<file path="src/inc/adcs_pkg.sv">
// Purpose: shared constants for the converter sequencer
// Assumes: 40 MHz core clock, 16-bit internal register port
// Notes:   item index 0..5 = measurement 1, 2, diag slot 0..3

package adcs_pkg;

  // ---------------------------------------------------------------
  // register map
  // ---------------------------------------------------------------
  localparam logic [7:0]  ADDR_CONV_CTRL = 8'h3b;
  localparam logic [7:0]  ADDR_DIAG_SEL  = 8'h3c;
  localparam logic [15:0] CTRL_RESET     = 16'h0000;
  localparam logic [15:0] DSEL_RESET     = 16'h0000;
  localparam logic [15:0] CTRL_WMASK     = 16'hff03;
  localparam logic [15:0] DSEL_WMASK     = 16'hffff;

  // ---------------------------------------------------------------
  // control field positions
  // ---------------------------------------------------------------
  localparam int RATE_LSB    = 14;
  localparam int MODE_LSB    = 12;
  localparam int DIAG_EN_LSB = 8;
  localparam int MEAS2_BIT   = 1;
  localparam int MEAS1_BIT   = 0;

  // ---------------------------------------------------------------
  // codes
  // ---------------------------------------------------------------
  localparam logic [1:0] RATE_SLOW = 2'h0;
  localparam logic [1:0] RATE_4K8  = 2'h1;
  localparam logic [1:0] RATE_9K6  = 2'h2;

  localparam logic [1:0] MODE_STANDBY    = 2'h0;
  localparam logic [1:0] MODE_SINGLE     = 2'h1;
  localparam logic [1:0] MODE_CONTINUOUS = 2'h2;
  localparam logic [1:0] MODE_POWERDOWN  = 2'h3;

  localparam logic [3:0] SRC_ANALOG_GROUND_ALT = 4'he;
  localparam logic [3:0] SRC_CURRENT  = 4'hf;

  localparam logic [4:0] ROUTE_ANALOG_GROUND = 5'h00;
  localparam logic [4:0] ROUTE_INT_SOURCE    = 5'h10;
  localparam logic [4:0] ROUTE_INT_SINK      = 5'h11;
  localparam logic [4:0] ROUTE_EXT_SOURCE    = 5'h12;
  localparam logic [4:0] ROUTE_EXT_SINK      = 5'h13;
  localparam logic [4:0] ROUTE_MEASUREMENT   = 5'h1f;

  localparam logic [2:0] ITEM_FIRST_DIAG = 3'h2;
  localparam logic [2:0] ITEM_NONE       = 3'h6;

  // ---------------------------------------------------------------
  // timing
  // ---------------------------------------------------------------
  localparam int CLK_PERIOD_NS  = 25;
  localparam int POWERUP_NS     = 100000;
  localparam int POWERUP_CYCLES =
    (POWERUP_NS + CLK_PERIOD_NS - 1) / CLK_PERIOD_NS;

endpackage

</file>
<file path="src/adcs_powerup_timer.sv">
// Purpose: converter power-up wait counter
// Assumes: start_i is a one-cycle pulse
// Notes:   done_o pulses POWERUP_CYCLES + 1 cycles after start_i

`timescale 1ns/1ps

module adcs_powerup_timer (
  input  wire logic mclk_i,    // core clock
  input  wire logic resetn_i,  // sync reset, active low
  input  wire logic start_i,   // begin power-up wait
  output logic      busy_o,    // wait in progress
  output logic      done_o     // wait over, one cycle
);

  typedef struct packed {
    logic [11:0] count;
    logic        run;
    logic        done;
  } adcs_timer_type;

  adcs_timer_type t_reg;
  adcs_timer_type t_next;

  always_comb begin
    t_next      = t_reg;
    t_next.done = 1'b0;
    if (start_i) begin
      t_next.count = 12'(adcs_pkg::POWERUP_CYCLES - 1);
      t_next.run   = 1'b1;
    end else if (t_reg.run) begin
      if (t_reg.count == 12'h000) begin
        t_next.run  = 1'b0;
        t_next.done = 1'b1;
      end else begin
        t_next.count = t_reg.count - 12'h001;
      end
    end
  end

  always_ff @(posedge mclk_i) begin
    if (!resetn_i) begin
      t_reg <= '0;
    end else begin
      t_reg <= t_next;
    end
  end

  assign busy_o = t_reg.run;
  assign done_o = t_reg.done;
endmodule

</file>
<file path="src/adcs_sequencer.sv">
// Purpose: converter sequencer with control and source-select registers
// Assumes: host keeps converter idle while changing control register
// Notes:   conv_done_i comes from the converter datapath on mclk_i

`timescale 1ns/1ps

module adcs_sequencer (
  input  wire logic        mclk_i,        // core clock, 40 MHz
  input  wire logic        resetn_i,      // sync reset, active low
  input  wire logic [7:0]  reg_addr_i,    // register address
  input  wire logic        reg_wr_i,      // write strobe
  input  wire logic [15:0] reg_wdata_i,   // write data
  input  wire logic        reg_rd_i,      // read strobe
  output logic      [15:0] reg_rdata_o,   // read data, next cycle
  input  wire logic        conv_done_i,   // conversion finished
  output logic             conv_start_o,  // start one conversion
  output logic      [2:0]  conv_item_o,   // item being converted
  output logic      [4:0]  diag_route_o,  // source for the item
  output logic      [1:0]  diag_rate_o,   // effective diag rate
  output logic             adc_powered_o, // converter powered
  output logic             adc_busy_o     // live busy flag
);

  typedef enum logic [1:0] {
    ST_OFF,
    ST_PWRUP,
    ST_IDLE,
    ST_WAIT
  } adcs_seq_type;

  typedef struct packed {
    adcs_seq_type st;
    logic [15:0]  ctrl;
    logic [15:0]  dsel;
    logic [15:0]  rdata;
    logic [2:0]   item;
    logic [4:0]   route;
    logic         go;
    logic         start;
    logic         powered;
    logic         timer_start;
  } adcs_state_type;

  adcs_state_type s_reg;
  adcs_state_type s_next;

  logic       tmr_done;
  logic       tmr_busy;
  logic [1:0] mode;
  logic [5:0] item_en;
  logic [2:0] nxt_item;

  // ---------------------------------------------------------------
  // helpers
  // ---------------------------------------------------------------
  function automatic logic [2:0] first_enabled(input logic [5:0] en,
                                               input logic [3:0] from);
    logic [2:0] r;
    r = adcs_pkg::ITEM_NONE;
    for (int i = 5; i >= 0; i--) begin
      if (en[i] && 4'(i) >= from) begin
        r = 3'(i);
      end
    end
    return r;
  endfunction

  function automatic logic [4:0] route_of(input logic [2:0]  item,
                                          input logic [15:0] dsel);
    logic [1:0] slot;
    logic [3:0] code;
    slot = 2'(item - adcs_pkg::ITEM_FIRST_DIAG);
    code = dsel[4*slot +: 4];
    if (item < adcs_pkg::ITEM_FIRST_DIAG) begin
      return adcs_pkg::ROUTE_MEASUREMENT;
    end else if (code == adcs_pkg::SRC_CURRENT) begin
      return adcs_pkg::ROUTE_INT_SOURCE + {3'h0, ~slot};
    end else if (code == adcs_pkg::SRC_ANALOG_GROUND_ALT) begin
      return adcs_pkg::ROUTE_ANALOG_GROUND;
    end else begin
      return {1'b0, code};
    end
  endfunction

  assign mode    = s_reg.ctrl[adcs_pkg::MODE_LSB +: 2];
  assign item_en = {s_reg.ctrl[adcs_pkg::DIAG_EN_LSB +: 4],
                    s_reg.ctrl[adcs_pkg::MEAS2_BIT],
                    s_reg.ctrl[adcs_pkg::MEAS1_BIT]};
  assign nxt_item = first_enabled(item_en, {1'b0, s_reg.item} + 4'h1);

  // ---------------------------------------------------------------
  // next state
  // ---------------------------------------------------------------
  always_comb begin
    s_next             = s_reg;
    s_next.start       = 1'b0;
    s_next.timer_start = 1'b0;

    case (s_reg.st)
      ST_OFF: begin
        // any mode other than power-down wakes the converter
        if (mode != adcs_pkg::MODE_POWERDOWN || s_reg.go) begin
          s_next.st          = ST_PWRUP;
          s_next.timer_start = 1'b1;
        end
      end
      ST_PWRUP: begin
        if (tmr_done) begin
          s_next.st      = ST_IDLE;
          s_next.powered = 1'b1;
        end
      end
      ST_IDLE: begin
        if (s_reg.go) begin
          s_next.go   = 1'b0;
          s_next.item = first_enabled(item_en, 4'h0);
          if (s_next.item != adcs_pkg::ITEM_NONE) begin
            s_next.st    = ST_WAIT;
            s_next.start = 1'b1;
            s_next.route = route_of(s_next.item, s_reg.dsel);
          end
        end else if (mode == adcs_pkg::MODE_POWERDOWN) begin
          s_next.st      = ST_OFF;
          s_next.powered = 1'b0;
        end
      end
      ST_WAIT: begin
        if (conv_done_i) begin
          if (nxt_item != adcs_pkg::ITEM_NONE) begin
            s_next.item  = nxt_item;
            s_next.start = 1'b1;
            s_next.route = route_of(nxt_item, s_reg.dsel);
          end else if (mode == adcs_pkg::MODE_CONTINUOUS) begin
            s_next.item = first_enabled(item_en, 4'h0);
            if (s_next.item == adcs_pkg::ITEM_NONE) begin
              s_next.st = ST_IDLE;
            end else begin
              s_next.start = 1'b1;
              s_next.route = route_of(s_next.item, s_reg.dsel);
            end
          end else if (mode == adcs_pkg::MODE_POWERDOWN) begin
            s_next.st      = ST_OFF;
            s_next.powered = 1'b0;
          end else begin
            s_next.st = ST_IDLE;
          end
        end
      end
      default: begin
        s_next.st = ST_IDLE;
      end
    endcase

    // register port; a new start request wins over the idle clear
    if (reg_wr_i) begin
      if (reg_addr_i == adcs_pkg::ADDR_CONV_CTRL) begin
        s_next.ctrl = reg_wdata_i & adcs_pkg::CTRL_WMASK;
        if (reg_wdata_i[adcs_pkg::MODE_LSB +: 2] ==
              adcs_pkg::MODE_SINGLE ||
            reg_wdata_i[adcs_pkg::MODE_LSB +: 2] ==
              adcs_pkg::MODE_CONTINUOUS) begin
          s_next.go = 1'b1;
        end
      end else if (reg_addr_i == adcs_pkg::ADDR_DIAG_SEL) begin
        s_next.dsel = reg_wdata_i & adcs_pkg::DSEL_WMASK;
      end
    end
    if (reg_rd_i) begin
      if (reg_addr_i == adcs_pkg::ADDR_CONV_CTRL) begin
        s_next.rdata = s_reg.ctrl;
      end else if (reg_addr_i == adcs_pkg::ADDR_DIAG_SEL) begin
        s_next.rdata = s_reg.dsel;
      end else begin
        s_next.rdata = 16'h0000;
      end
    end
  end

  always_ff @(posedge mclk_i) begin
    if (!resetn_i) begin
      s_reg         <= '0;
      s_reg.st      <= ST_IDLE;
      s_reg.ctrl    <= adcs_pkg::CTRL_RESET;
      s_reg.dsel    <= adcs_pkg::DSEL_RESET;
      s_reg.item    <= adcs_pkg::ITEM_NONE;
      s_reg.powered <= 1'b1;
    end else begin
      s_reg <= s_next;
    end
  end

  adcs_powerup_timer u_timer (
    .mclk_i   (mclk_i),
    .resetn_i (resetn_i),
    .start_i  (s_reg.timer_start),
    .busy_o   (tmr_busy),
    .done_o   (tmr_done)
  );

  // ---------------------------------------------------------------
  // outputs
  // ---------------------------------------------------------------
  always_comb begin
    case (s_reg.ctrl[adcs_pkg::RATE_LSB +: 2])
      adcs_pkg::RATE_4K8: diag_rate_o = adcs_pkg::RATE_4K8;
      adcs_pkg::RATE_9K6: diag_rate_o = adcs_pkg::RATE_9K6;
      default:            diag_rate_o = adcs_pkg::RATE_SLOW;
    endcase
  end

  assign reg_rdata_o   = s_reg.rdata;
  assign conv_start_o  = s_reg.start;
  assign conv_item_o   = s_reg.item;
  assign diag_route_o  = s_reg.route;
  assign adc_powered_o = s_reg.powered;
  assign adc_busy_o    = s_reg.go || s_reg.st inside {ST_WAIT, ST_PWRUP};
endmodule

</file>
<file path="config.mk">
export PLATFORM = sky130hd
export DESIGN_NAME = adcs_sequencer
export DESIGN_NICKNAME = d
export VERILOG_FILES = /design/src/inc/adcs_pkg.sv /design/src/adcs_powerup_timer.sv /design/src/adcs_sequencer.sv
export SDC_FILE = /design/constraint.sdc
export NUM_CORES = 1
export LEC_CHECK = 0
export ABC_AREA = 1
export BUFFER_PORTS_ARGS = -buffer_cell sky130_fd_sc_hd__clkbuf_2
export CAP_MARGIN = 20
export CORE_ASPECT_RATIO = 1.4
export CORE_MARGIN = 3
export CORE_UTILIZATION = 45
export CTS_CLUSTER_SIZE = 24
export DETAILED_ROUTE_END_ITERATION = 10
export HOLD_SLACK_MARGIN = 0.1
export PLACE_DENSITY = 0.61
export REMOVE_ABC_BUFFERS = 1
export SLEW_MARGIN = 10
export SYNTH_ARGS = -nofsm -noshare
export SYNTH_HDL_FRONTEND = slang
export SYNTH_SLANG_ARGS = --single-unit
</file>
<file path="constraint.sdc">
create_clock -name mclk_i -period 2.75 [get_ports mclk_i]
set_input_delay 0.55 -clock mclk_i [delete_from_list [all_inputs] [get_ports mclk_i]]
set_output_delay 0.55 -clock mclk_i [all_outputs]
set_load 0.02 [all_outputs]
</file>
# Yosys cells after proc, flatten, opt, wreduce, memory -nomap -nowiden
# Cells that the tools add are included.
# classes
add_sub_neg	8
n_lt_le_gt_ge	9
eq_ne	35
n_shift	3
mux	69
n_bitwise	7
reduce_logical	26
# ops
op	count
$shiftx 16x5->4	3
$mux 3	14
$mux 5	8
$mux 16	2
$mux 2	16
$eq 4x4->1 const B	6
$mux 8	3
$ne 3x3->1 const B	7
$ne 2x2->1 const B	9
$eq 8x6->1 const B	2
$pmux 8 s2	1
$add 5x2->5 const A	3
$mux 1	14
$mux 14	1
$mux 13	1
$eq 2x2->1 const B	6
$logic_not 12->1	1
$mux 12	1
$mux 4	3
$reduce_and 6->1	2
$sub 12x1->12 const B	1
$mux 10	1
$lt 3x2->1 const B	3
$ge 1x4->1 const A	2
other kinds (24)	47
# word_totals
reg_bits	70
input_bits	29

# Longest topological paths before layout
# Gate-level depths: netlist of the first run.
# logic_depth
depth_word	24
depth_mapped	19

# Modules after synthesis
# Synthesis of the first run repeated with hierarchy kept, for this count alone.
# hier_totals
cells_unflattened	614
area_unflattened_um2	4184.0
# by_module_without_submodules
module	n_inst	cells_per_inst	area_each_um2	seq_area_each_um2
adcs_sequencer	1	481	3321.9	1121.1
adcs_powerup_timer	1	133	862.1	280.3

# Least setup slack after synthesis of the first run
# Ideal clock, no wire load.
# synth_path
kind	register to register
start	register s_reg, in the netlist conv_item_o[1]
end	register s_reg, in the netlist diag_route_o[0]
arrival_ns	1.861
required_time_ns	2.632
slack_ns	0.772
stages_incl_launch_ff	19
synth_period_minus_slack_ns	1.978
cell_sequence	dfxtp_1 > ha_1 > inv_1 > nand2_2 > nand2_2 > nand2_2 > inv_2 > nand3_4 > nand2_4 > a21oi_4 > inv_2 > nand3_1 > nand2_2 > nor2_4 > nand3_1 > nand2_1 > nand2_1 > nand2_1 > a21oi_2
# synth_between
elab_chain_cells	18
elab_cells_between_ends	36
cone_classes	add/sub (3); order compare (7); eq/ne (5); shift (1); mux (12); bitwise (1); reduce/logical (7)
# synth_rtl
element	line_no	source
start: declaration	adcs_sequencer.sv:44	adcs_state_type s_reg;
start signal: assignment	adcs_sequencer.sv:188	s_reg <= s_next;
$add 3x1->4 (*)	adcs_sequencer.sv:89	assign nxt_item = first_enabled(item_en, {1'b0, s_reg.item} + 4'h1);
$ge 3x4->1	adcs_sequencer.sv:61	if (en[i] && 4'(i) >= from) begin
$logic_and 1x1->1	adcs_sequencer.sv:61	
$mux 2 (2 in a row)	adcs_sequencer.sv:61	
$mux 3 (3 in a row)	adcs_sequencer.sv:61	
$mux 3 (*)	adcs_sequencer.sv:61	
$sub 2x2->2	adcs_sequencer.sv:72	slot = 2'(item - adcs_pkg::ITEM_FIRST_DIAG);
$shiftx 16x5->4	adcs_sequencer.sv:73	code = dsel[4*slot +: 4];
$eq 4x4->1	adcs_sequencer.sv:78	end else if (code == adcs_pkg::SRC_ANALOG_GROUND_ALT) begin
$mux 4	adcs_sequencer.sv:78	
$mux 5	adcs_sequencer.sv:76	end else if (code == adcs_pkg::SRC_CURRENT) begin
$mux 5	adcs_sequencer.sv:74	if (item < adcs_pkg::ITEM_FIRST_DIAG) begin
$mux 8	adcs_sequencer.sv:129	if (nxt_item != adcs_pkg::ITEM_NONE) begin
$mux 8	adcs_sequencer.sv:128	if (conv_done_i) begin
$pmux 8 s2	adcs_sequencer.sv:99	case (s_reg.st)
# Mark *: on every way between the ends. The rest lies on a longest branch, timed or not. The select of a mux whose other input is x is not followed.
# A chain may end at the register's enable or synchronous reset.

# Worst setup path in the final report of the first run
# Same ends and word-level chain as after synthesis.

==> results.md, run 1 <==
* Post-CTS resize count at 0
* Share of the synthesized area in the top cell type at 35.9%
* Relative slew margins at 39.9%
* Post-route antenna net violation count at 0
* Critical path type: reg2reg
* Final setup violation count at 0
* WP data required at between 2 and 3 ns
* Share of cells above drive strength 1 at 17.4%
* Skew final at 0.00429 ns
* Min cycle time layout at approximately 2.4 ns
* Clock Tree Root: clkbuf_16
* Post-layout util at 52.5%
* Mapped cell area at 3900 um2
* HP Start: reg_rdata_o[5]$_SDFFE_PN0P_
* Vias in the first global route at around 3700
* Final period util at 86.6%
* Antenna violations before repair at 0
* Initial DRC Count at roughly 180
* Setup WS post-layout at between 0.3 and 0.4 ns
* Sequential area share after synthesis at between 30 and 40%
* Netlist cell types at 38
* Max reg flops at 22
* Slew Viols, Final at 0
* DRC at 0
* Crit path DAT at 2.61 ns
* Top area cells in the synthesized netlist: dfxtp_1 36%, nand2_1 10%, inv_1 7.1%, nand3_1 6.9%, a21oi_1 6.4%
* GRT overflow at 0
* Worst-skew pair later-pin latency at roughly 0.34 ns
* Die Height at 116 um
* Crit end category: flip-flop
* Drt via density at between 5 and 6
* Clk buf depth at 2
* Placer Congestion at 0.905
* Worst setup SP type: flip-flop
* I/O pins at 58
* GRT Util Overall at 22.7%
* Maximum fanout along the worst path at 10
* Total power at 2.93 mW
* Syn Area/Cell at between 6 and 7 um2
* DIE WIDTH at 84.7 um
* Syn-to-layout area delta at 11.6%
* Commonest non-fill, non-tap cell in the layout: nand2_1
* Worst reg2reg startpoint: conv_item_o[1]$_SDFFE_PN1P_
* Largest net degree at the start of global routing at 30
* IO Port Bufs at 57
* LEAKAGE at 1.97 nW
* CTS tree: done
* Cell Pwr Density at 672 nW/um2
* Initial core utilization at roughly 47%
* Nets at 631
* FP Rows at 39
* Most frequent cells in the layout: 106 x nand2_1, 74 x inv_1, 70 x dfxtp_1
* Setup crit start: conv_item_o[1]$_SDFFE_PN1P_
* Hpwl dp at slightly below 8000 um
* Worst IR drop on VDD at 449 uV
* Cell count after synthesis at 573
* Yosys warning total at 0
* Worst-path clk slew at 0.06 ns
* Worst slack, placed at 0.354 ns
* H-tree levels at 3
* Setup TNS at 0 ns
* Core Area at 8300 um2
* Hold Buf Count CTS at 0
* Max cap viols at 0
* RSZ-0062 raised after global routing: false
* TritonRoute pass-1 iters at 5
* DR vias at 3778
* Fin. Hold Viols at 0
* Status: completed
* Clk sinks at 70
* Final WL at 10500 um
* Synth area leader: dfxtp_1
* FMAX at 420 MHz
* CTS Buf Count at 9
* ANT cells at 0
* First-pass GRT wire length at 17900 um
* Worst-margin pin slew at 0.901 ns
* Post-CTS Setup Repair Bufs at 0
* Die area at 9840 um2
* WL/cell at between 10 and 15 um
* Seq cells post-synth at 70
* Hold crit path type: reg2reg
[cell type report]
| cell class | count | area (um2) |
|---|---|---|
| clock buffers | 13 | 270 |
| flip-flops and latches | 70 | 1400 |
| well taps | 102 | 128 |
| multi-input cells | 378 | 1940 |
| clock inverters | 1 | 5.00 |
| fillers | 883 | 3940 |
| repair buffers | 60 | 308 |
| inverters | 80 | 305 |
[layer usage]
layer	track usage (%)	wire length, um	vias up
met2	40.7	5190	90
li1	-	-	1914
met5	0	0	-
met4	9.93	275	0
met1	26.6	4630	1753
met3	3.88	380	21
[per-stage QoR]
| step | cells | area (um2) | hold WS [ns] |
|---|---|---|---|
| finish | 704 | 4360 | 0.468 |
| global route | 704 | 4360 | 0.491 |
| CTS | 704 | 4360 | 0.468 |
| detailed placement | 690 | 4080 | 0.460 |
| global placement | 690 | 4080 | 0.457 |
| floorplan | 528 | 3640 | 0.456 |
[cells by family after synthesis]
group / count (synthesis) / synth area share [%]
AOI/OAI and AO/OA: 138 / 20.1
xor gates and xnor gates: 1 / 0.224
adders and majority gates: 3 / 0.962
buffers and inverters: 125 / 14.7
DFF: 70 / 35.9
and+or+nand+nor: 236 / 28.2
[cell usage after synthesis, drive strengths merged]
cell type	count
buf	26
o211ai	17
nand3	57
clkbuf	19
dfxtp	70
o2bb2ai	1
ha	3
nand4	3
nand2	118
a32oi	1
a21oi	54
o21ai	54
nor3b	1
inv	79
a31oi	7
clkinv	1
nor3	9
a221oi	1
nor2	44
nand3b	1
o21bai	2
o31ai	1
xor2	1
nor4	3
[worst max-delay path, cell delays in order, from the launching register on]
cell,delay (ns)
dfxtp_1,0.42
ha_1,0.20
nand2_1,0.09
nand2_2,0.09
nand2_2,0.05
inv_2,0.08
nand3_4,0.14
nand2_4,0.12
a21oi_4,0.07
nand3_4,0.10
nor3_2,0.05
nor2_2,0.22
inv_2,0.11
nor2_4,0.21
clkinv_4,0.11
nor2_1,0.14
a21oi_2,0.06
[final timing paths]
check,endpoint,slack [ns],depth (start not counted)
min,reg_rdata_o[5]$_SDFFE_PN0P_,0.47,2
max reg2reg,diag_route_o[0]$_SDFFE_PN0P_,0.37,16
max,diag_route_o[0]$_SDFFE_PN0P_,0.37,16
min reg2reg,reg_rdata_o[5]$_SDFFE_PN0P_,0.47,2
[power by group]
group / total [mW] / leakage, nW / internal, mW / switching, mW
clock network: 1.10 / 0.138 / 0.673 / 0.427
logic: 0.624 / 1.26 / 0.226 / 0.399
registers: 1.20 / 0.568 / 1.11 / 0.0910
total: 2.93 / 1.97 / 2.01 / 0.916
Power figures use the tool's default switching activity.
==> run 2: changes to the inputs <==
RECOVER_POWER = 100   (was unset)
==> results.md, run 2 (synthesis gave the netlist of run 1 again) <==
* First-pass GRT wire length at 17900 um (unchanged)
* Post-layout util at 51.9% (was 52.5%)
* FP Rows at 39 (unchanged)
* Antenna violations before repair at 0 (unchanged)
* IO Port Bufs at 57 (unchanged)
* Hold crit path type: reg2reg (unchanged)
* Total power at 2.91 mW (was 2.93 mW)
* Vias in the first global route at 3727 (unchanged)
* DR vias at 3776 (was 3778)
* Cell Pwr Density at 676 nW/um2 (was 672 nW/um2)
* GRT overflow at 0 (unchanged)
* WP data required at 2.98 ns (about the same)
* DP Area at 4080 um2 (unchanged)
* Status: completed (unchanged)
* Worst slack, placed at 0.354 ns (unchanged)
* Placer Congestion at 0.905 (unchanged)
* ANT cells at 0 (unchanged)
* Hold Buf Count CTS at 0 (unchanged)
* Clk buf depth at 2 (unchanged)
* Relative slew margins at 22.5% (was 39.9%)
* Clock Tree Root: clkbuf_16 (unchanged)
* Max cap viols at 0 (unchanged)
* Hold slack at 0.470 ns (was 0.468 ns)
* FMAX at 414 MHz (was 420 MHz)
* GRT Util Overall at 22.7% (unchanged)
* DIE WIDTH at 84.7 um (unchanged)
* Critical path type: reg2reg (unchanged)
* Die area at 9840 um2 (unchanged)
* Drt via density at 5.36 (was 5.37)
* Post-CTS resize count at 0 (unchanged)
* Slew Viols, Final at 0 (unchanged)
* H-tree levels at 3 (unchanged)
* CTS tree: done (unchanged)
* Share of cells above drive strength 1 at 12.0% (was 17.4%)
* TritonRoute pass-1 iters at 4 (was 5)
* Syn-to-layout area delta at 10.4% (was 11.6%)
* Clk sinks at 70 (unchanged)
* Most frequent cells in the layout: 107 x nand2_1, 74 x inv_1, 70 x dfxtp_1 (was 106 x nand2_1, 74 x inv_1, 70 x dfxtp_1)
* Final Cell Area at 4310 um2 (was 4360 um2)
* Skew final at 0.00562 ns (was 0.00429 ns)
* Core Area at 8300 um2 (unchanged)
* Fin. Hold Viols at 0 (unchanged)
* Initial core utilization at 47.0% (unchanged)
* Min cycle time layout at 2.42 ns (was 2.38 ns)
* I/O pins at 58 (unchanged)
* Worst-path clk slew at 0.06 ns (about the same)
* DRC at 0 (unchanged)
* Worst-skew pair later-pin latency at 0.34 ns (about the same)
* Worst-margin pin slew at 1.16 ns (was 0.901 ns)
* Post-CTS Setup Repair Bufs at 0 (unchanged)
* Final WL at 10600 um (was 10500 um)
* Final period util at 87.8% (was 86.6%)
* Setup WS post-layout at 0.334 ns (was 0.368 ns)
* Crit end category: flip-flop (unchanged)
* Maximum fanout along the worst path at 10 (unchanged)
* Worst IR drop on VDD at 448 uV (was 449 uV)
* Nets at 631 (unchanged)
* Post-route antenna net violation count at 0 (unchanged)
* Max reg flops at 22 (unchanged)
* CTS Buf Count at 9 (unchanged)
* RSZ-0062 raised after global routing: false (unchanged)
* Hpwl dp at 7770 um (unchanged)
* WL/cell at 15.0 um (was 14.9 um)
* Commonest non-fill, non-tap cell in the layout: nand2_1 (unchanged)
* Reg2reg setup slack at 0.33 ns (was 0.37 ns)
* Die Height at 116 um (unchanged)
* Initial DRC Count at 212 (was 179)
* Largest net degree at the start of global routing at 30 (unchanged)
* LEAKAGE at 1.86 nW (was 1.97 nW)
* Worst setup SP type: flip-flop (unchanged)
* Crit path DAT at 2.64 ns (was 2.61 ns)
* Final setup violation count at 0 (unchanged)
run 2: worst max-delay path, cell delays in order (launching register included):
cell and delay, ns:
dfxtp_1 0.43, ha_1 0.21, nand2_1 0.08, nand2_1 0.10, nand2_2 0.05, inv_2 0.08
nand3_4 0.14, nand2_4 0.12, a21oi_4 0.07, nand3_4 0.10, nor3_1 0.06, nor2_2 0.23
inv_2 0.11, nor2_4 0.21, clkinv_4 0.11, nor2_1 0.14, a21oi_2 0.06
run 2: per-stage QoR:
stage | TNS (ns) | cells
5_1_grt | 0 | 704
3_3_place_gp | 0 | 690
2_1_floorplan | -2.02 | 528
3_5_place_dp | 0 | 690
6_report | 0 | 704
4_1_cts | 0 | 704
run 2: cell type report:
| cell class | count | area [um2] |
|---|---|---|
| Fill cell | 909 | 3990 |
| Clock buffer | 13 | 270 |
| Multi-Input combinational cell | 378 | 1930 |
| Tap cell | 102 | 128 |
| Timing Repair Buffer | 60 | 267 |
| Clock inverter | 1 | 5.00 |
| Inverter | 80 | 305 |
| Sequential cell | 70 | 1400 |
run 2: worst paths after layout:
| path | end | cells after the start | startpoint |
|---|---|---|---|
| setup / recovery | diag_route_o[0]$_SDFFE_PN0P_ | 16 | conv_item_o[1]$_SDFFE_PN1P_ |
| hold / removal | reg_rdata_o[4]$_SDFFE_PN0P_ | 2 | reg_rdata_o[4]$_SDFFE_PN0P_ |
| setup reg to reg | diag_route_o[0]$_SDFFE_PN0P_ | 16 | conv_item_o[1]$_SDFFE_PN1P_ |
| hold reg to reg | reg_rdata_o[4]$_SDFFE_PN0P_ | 2 | reg_rdata_o[4]$_SDFFE_PN0P_ |
run 2: where the power goes:
part	internal [mW]	switching [mW]	total, mW
registers	1.11	0.0912	1.20
logic	0.218	0.396	0.614
clock network	0.673	0.423	1.10
run 2: per-layer routing:
layer / track usage [%] / vias to the layer above / share of wire, %
li1: - / 1916 / -
met1: 26.6 / 1757 / 45
met2: 40.7 / 81 / 49
met3: 3.88 / 22 / 3.6
met4: 9.93 / 0 / 2.7
met5: 0 / - / 0
==> run 3: changes to the inputs <==
REMOVE_ABC_BUFFERS = unset   (was 1)
==> results.md, run 3 (synthesis gave the netlist of run 1 again) <==
* Worst-path clk slew at 0.06 ns (about the same)
* H-tree levels at 3 (unchanged)
* Hold Path Depth at 2 (unchanged)
* Antenna violations before repair at 0 (unchanged)
* CTS tree: done (unchanged)
* DRC at 0 (unchanged)
* Max cap viols at 0 (unchanged)
* R2r worst-path depth at 16 (unchanged)
* Maximum fanout along the worst path at 10 (unchanged)
* Min cycle time layout at 2.40 ns (was 2.42 ns)
* Fin. Hold Viols at 0 (unchanged)
* Clock Tree Root: clkbuf_16 (unchanged)
* DP Area at 4070 um2 (was 4080 um2)
* Die Height at 116 um (unchanged)
* Cell Pwr Density at 684 nW/um2 (was 676 nW/um2)
* Met2 Track Usage GR at 35.0% (was 40.7%)
* Total power at 2.94 mW (was 2.91 mW)
* IO Port Bufs at 57 (unchanged)
* FP Rows at 39 (unchanged)
* Vias in the first global route at 3508 (was 3727)
* Post-CTS resize count at 0 (unchanged)
* Die area at 9840 um2 (unchanged)
* CTS Buf Count at 9 (unchanged)
* Drt via density at 5.27 (was 5.36)
* Core Area at 8300 um2 (unchanged)
* Hold crit path type: reg2reg (unchanged)
* Worst-margin pin slew at 1.02 ns (was 1.16 ns)
* GRT Util Overall at 21.4% (was 22.7%)
* M1 GR Usage at 27.4% (was 26.6%)
* Post-CTS Setup Repair Bufs at 0 (unchanged)
* First-pass GRT wire length at 16800 um (was 17900 um)
* Post-route antenna net violation count at 0 (unchanged)
* Worst IR drop on VDD at 401 uV (was 448 uV)
* WP data required at 2.97 ns (was 2.98 ns)
* Hpwl dp at 7460 um (was 7770 um)
* Final Cell Area at 4300 um2 (was 4310 um2)
* Worst slack, placed at 0.360 ns (was 0.354 ns)
* Slew Viols, Final at 0 (unchanged)
* ANT cells at 0 (unchanged)
* FILL cells at 907 (was 909)
* LEAKAGE at 1.86 nW (about the same)
* DR vias at 3717 (was 3776)
* Setup TNS at 0 ns (unchanged)
* Placer Congestion at 0.928 (was 0.905)
* Clk buf depth at 2 (unchanged)
* Worst setup SP type: flip-flop (unchanged)
* Status: completed (unchanged)
* Nets at 630 (was 631)
* I/O pins at 58 (unchanged)
* RSZ-0062 raised after global routing: false (unchanged)
* Relative slew margins at 32.3% (was 22.5%)
* Crit end category: flip-flop (unchanged)
* Crit path DAT at 2.62 ns (was 2.64 ns)
* Most frequent cells in the layout: 107 x nand2_1, 75 x inv_1, 70 x dfxtp_1 (was 107 x nand2_1, 74 x inv_1, 70 x dfxtp_1)
* Final period util at 87.2% (was 87.8%)
* Initial DRC Count at 198 (was 212)
* Mapped Nets at 605
* Final setup violation count at 0 (unchanged)
* GRT overflow at 0 (unchanged)
* Grt met3 use at 3.95% (was 3.88%)
* Largest net degree at the start of global routing at 45 (was 30)
* Initial core utilization at 47.0% (unchanged)
* Clk sinks at 70 (unchanged)
* Syn-to-layout area delta at 10.2% (was 10.4%)
* Skew final at 0.00637 ns (was 0.00562 ns)
* DIE WIDTH at 84.7 um (unchanged)
* WL/cell at 14.3 um (was 15.0 um)
* Critical path type: reg2reg (unchanged)
* Share of cells above drive strength 1 at 11.9% (was 12.0%)
* Commonest non-fill, non-tap cell in the layout: nand2_1 (unchanged)
* FMAX at 417 MHz (was 414 MHz)
* Max reg flops at 22 (unchanged)
* Final WL at 10100 um (was 10600 um)
* Post-layout util at 51.8% (was 51.9%)
* Setup WS post-layout at 0.351 ns (was 0.334 ns)
* Worst-skew pair later-pin latency at 0.33 ns (was 0.34 ns)
* Global route hottest layer: met2 (unchanged)
* TritonRoute pass-1 iters at 4 (unchanged)
* Hold Buf Count CTS at 0 (unchanged)
-- run 3: cell count changes in the layout (fill, tap and decap cells not counted), sizes merged --
cell,change
buf,-2
clkinvlp,+1
clkbuf,+1
clkinv,+1
-- run 3: routing by layer --
metal  part of all wire [%]  wire length [um]
met5                      0                 0
met4                    3.0               305
met3                    4.5               457
met2                     46              4590
met1                     47              4700
-- run 3: final cells by class --
type | count | area, um2 | area share (%)
well taps | 102 | 128 | 2.97
inverters | 80 | 305 | 7.10
clock buffers | 13 | 270 | 6.29
flip-flops and latches | 70 | 1400 | 32.6
multi-input cells | 378 | 1920 | 44.7
clock inverters | 3 | 17.5 | 0.407
repair buffers | 59 | 256 | 5.97
-- run 3: critical path, cell delays in order, from the launching register on --
cell and delay, ns:
dfxtp_1 0.42, ha_1 0.20, nand2_1 0.08, nand2_2 0.10, nand2_2 0.05, inv_2 0.08, nand3_4 0.14, nand2_4 0.13
a21oi_4 0.07, nand3_4 0.11, nor3_2 0.05, nor2_2 0.19, inv_1 0.14, nor2_4 0.20, clkinv_4 0.10, nor2_1 0.16
a21oi_2 0.07
-- run 3: stage by stage --
step           cells  hold WS (ns)
2_1_floorplan    573         0.446
3_3_place_gp     689         0.458
3_5_place_dp     689         0.460
4_1_cts          705         0.463
5_1_grt          705         0.474
6_report         705         0.464
-- run 3: path summary, 6_finish.rpt --
| kind | from | to | slack, ns |
|---|---|---|---|
| max | conv_item_o[1]$_SDFFE_PN1P_ | diag_route_o[0]$_SDFFE_PN0P_ | 0.35 |
| min reg2reg | reg_rdata_o[4]$_SDFFE_PN0P_ | reg_rdata_o[4]$_SDFFE_PN0P_ | 0.46 |
| min | reg_rdata_o[4]$_SDFFE_PN0P_ | reg_rdata_o[4]$_SDFFE_PN0P_ | 0.46 |
| max reg2reg | conv_item_o[1]$_SDFFE_PN1P_ | diag_route_o[0]$_SDFFE_PN0P_ | 0.35 |
-- run 3: power by group --
part | internal [mW] | switching, mW
clock network | 0.682 | 0.439
logic | 0.220 | 0.399
registers | 1.11 | 0.0900
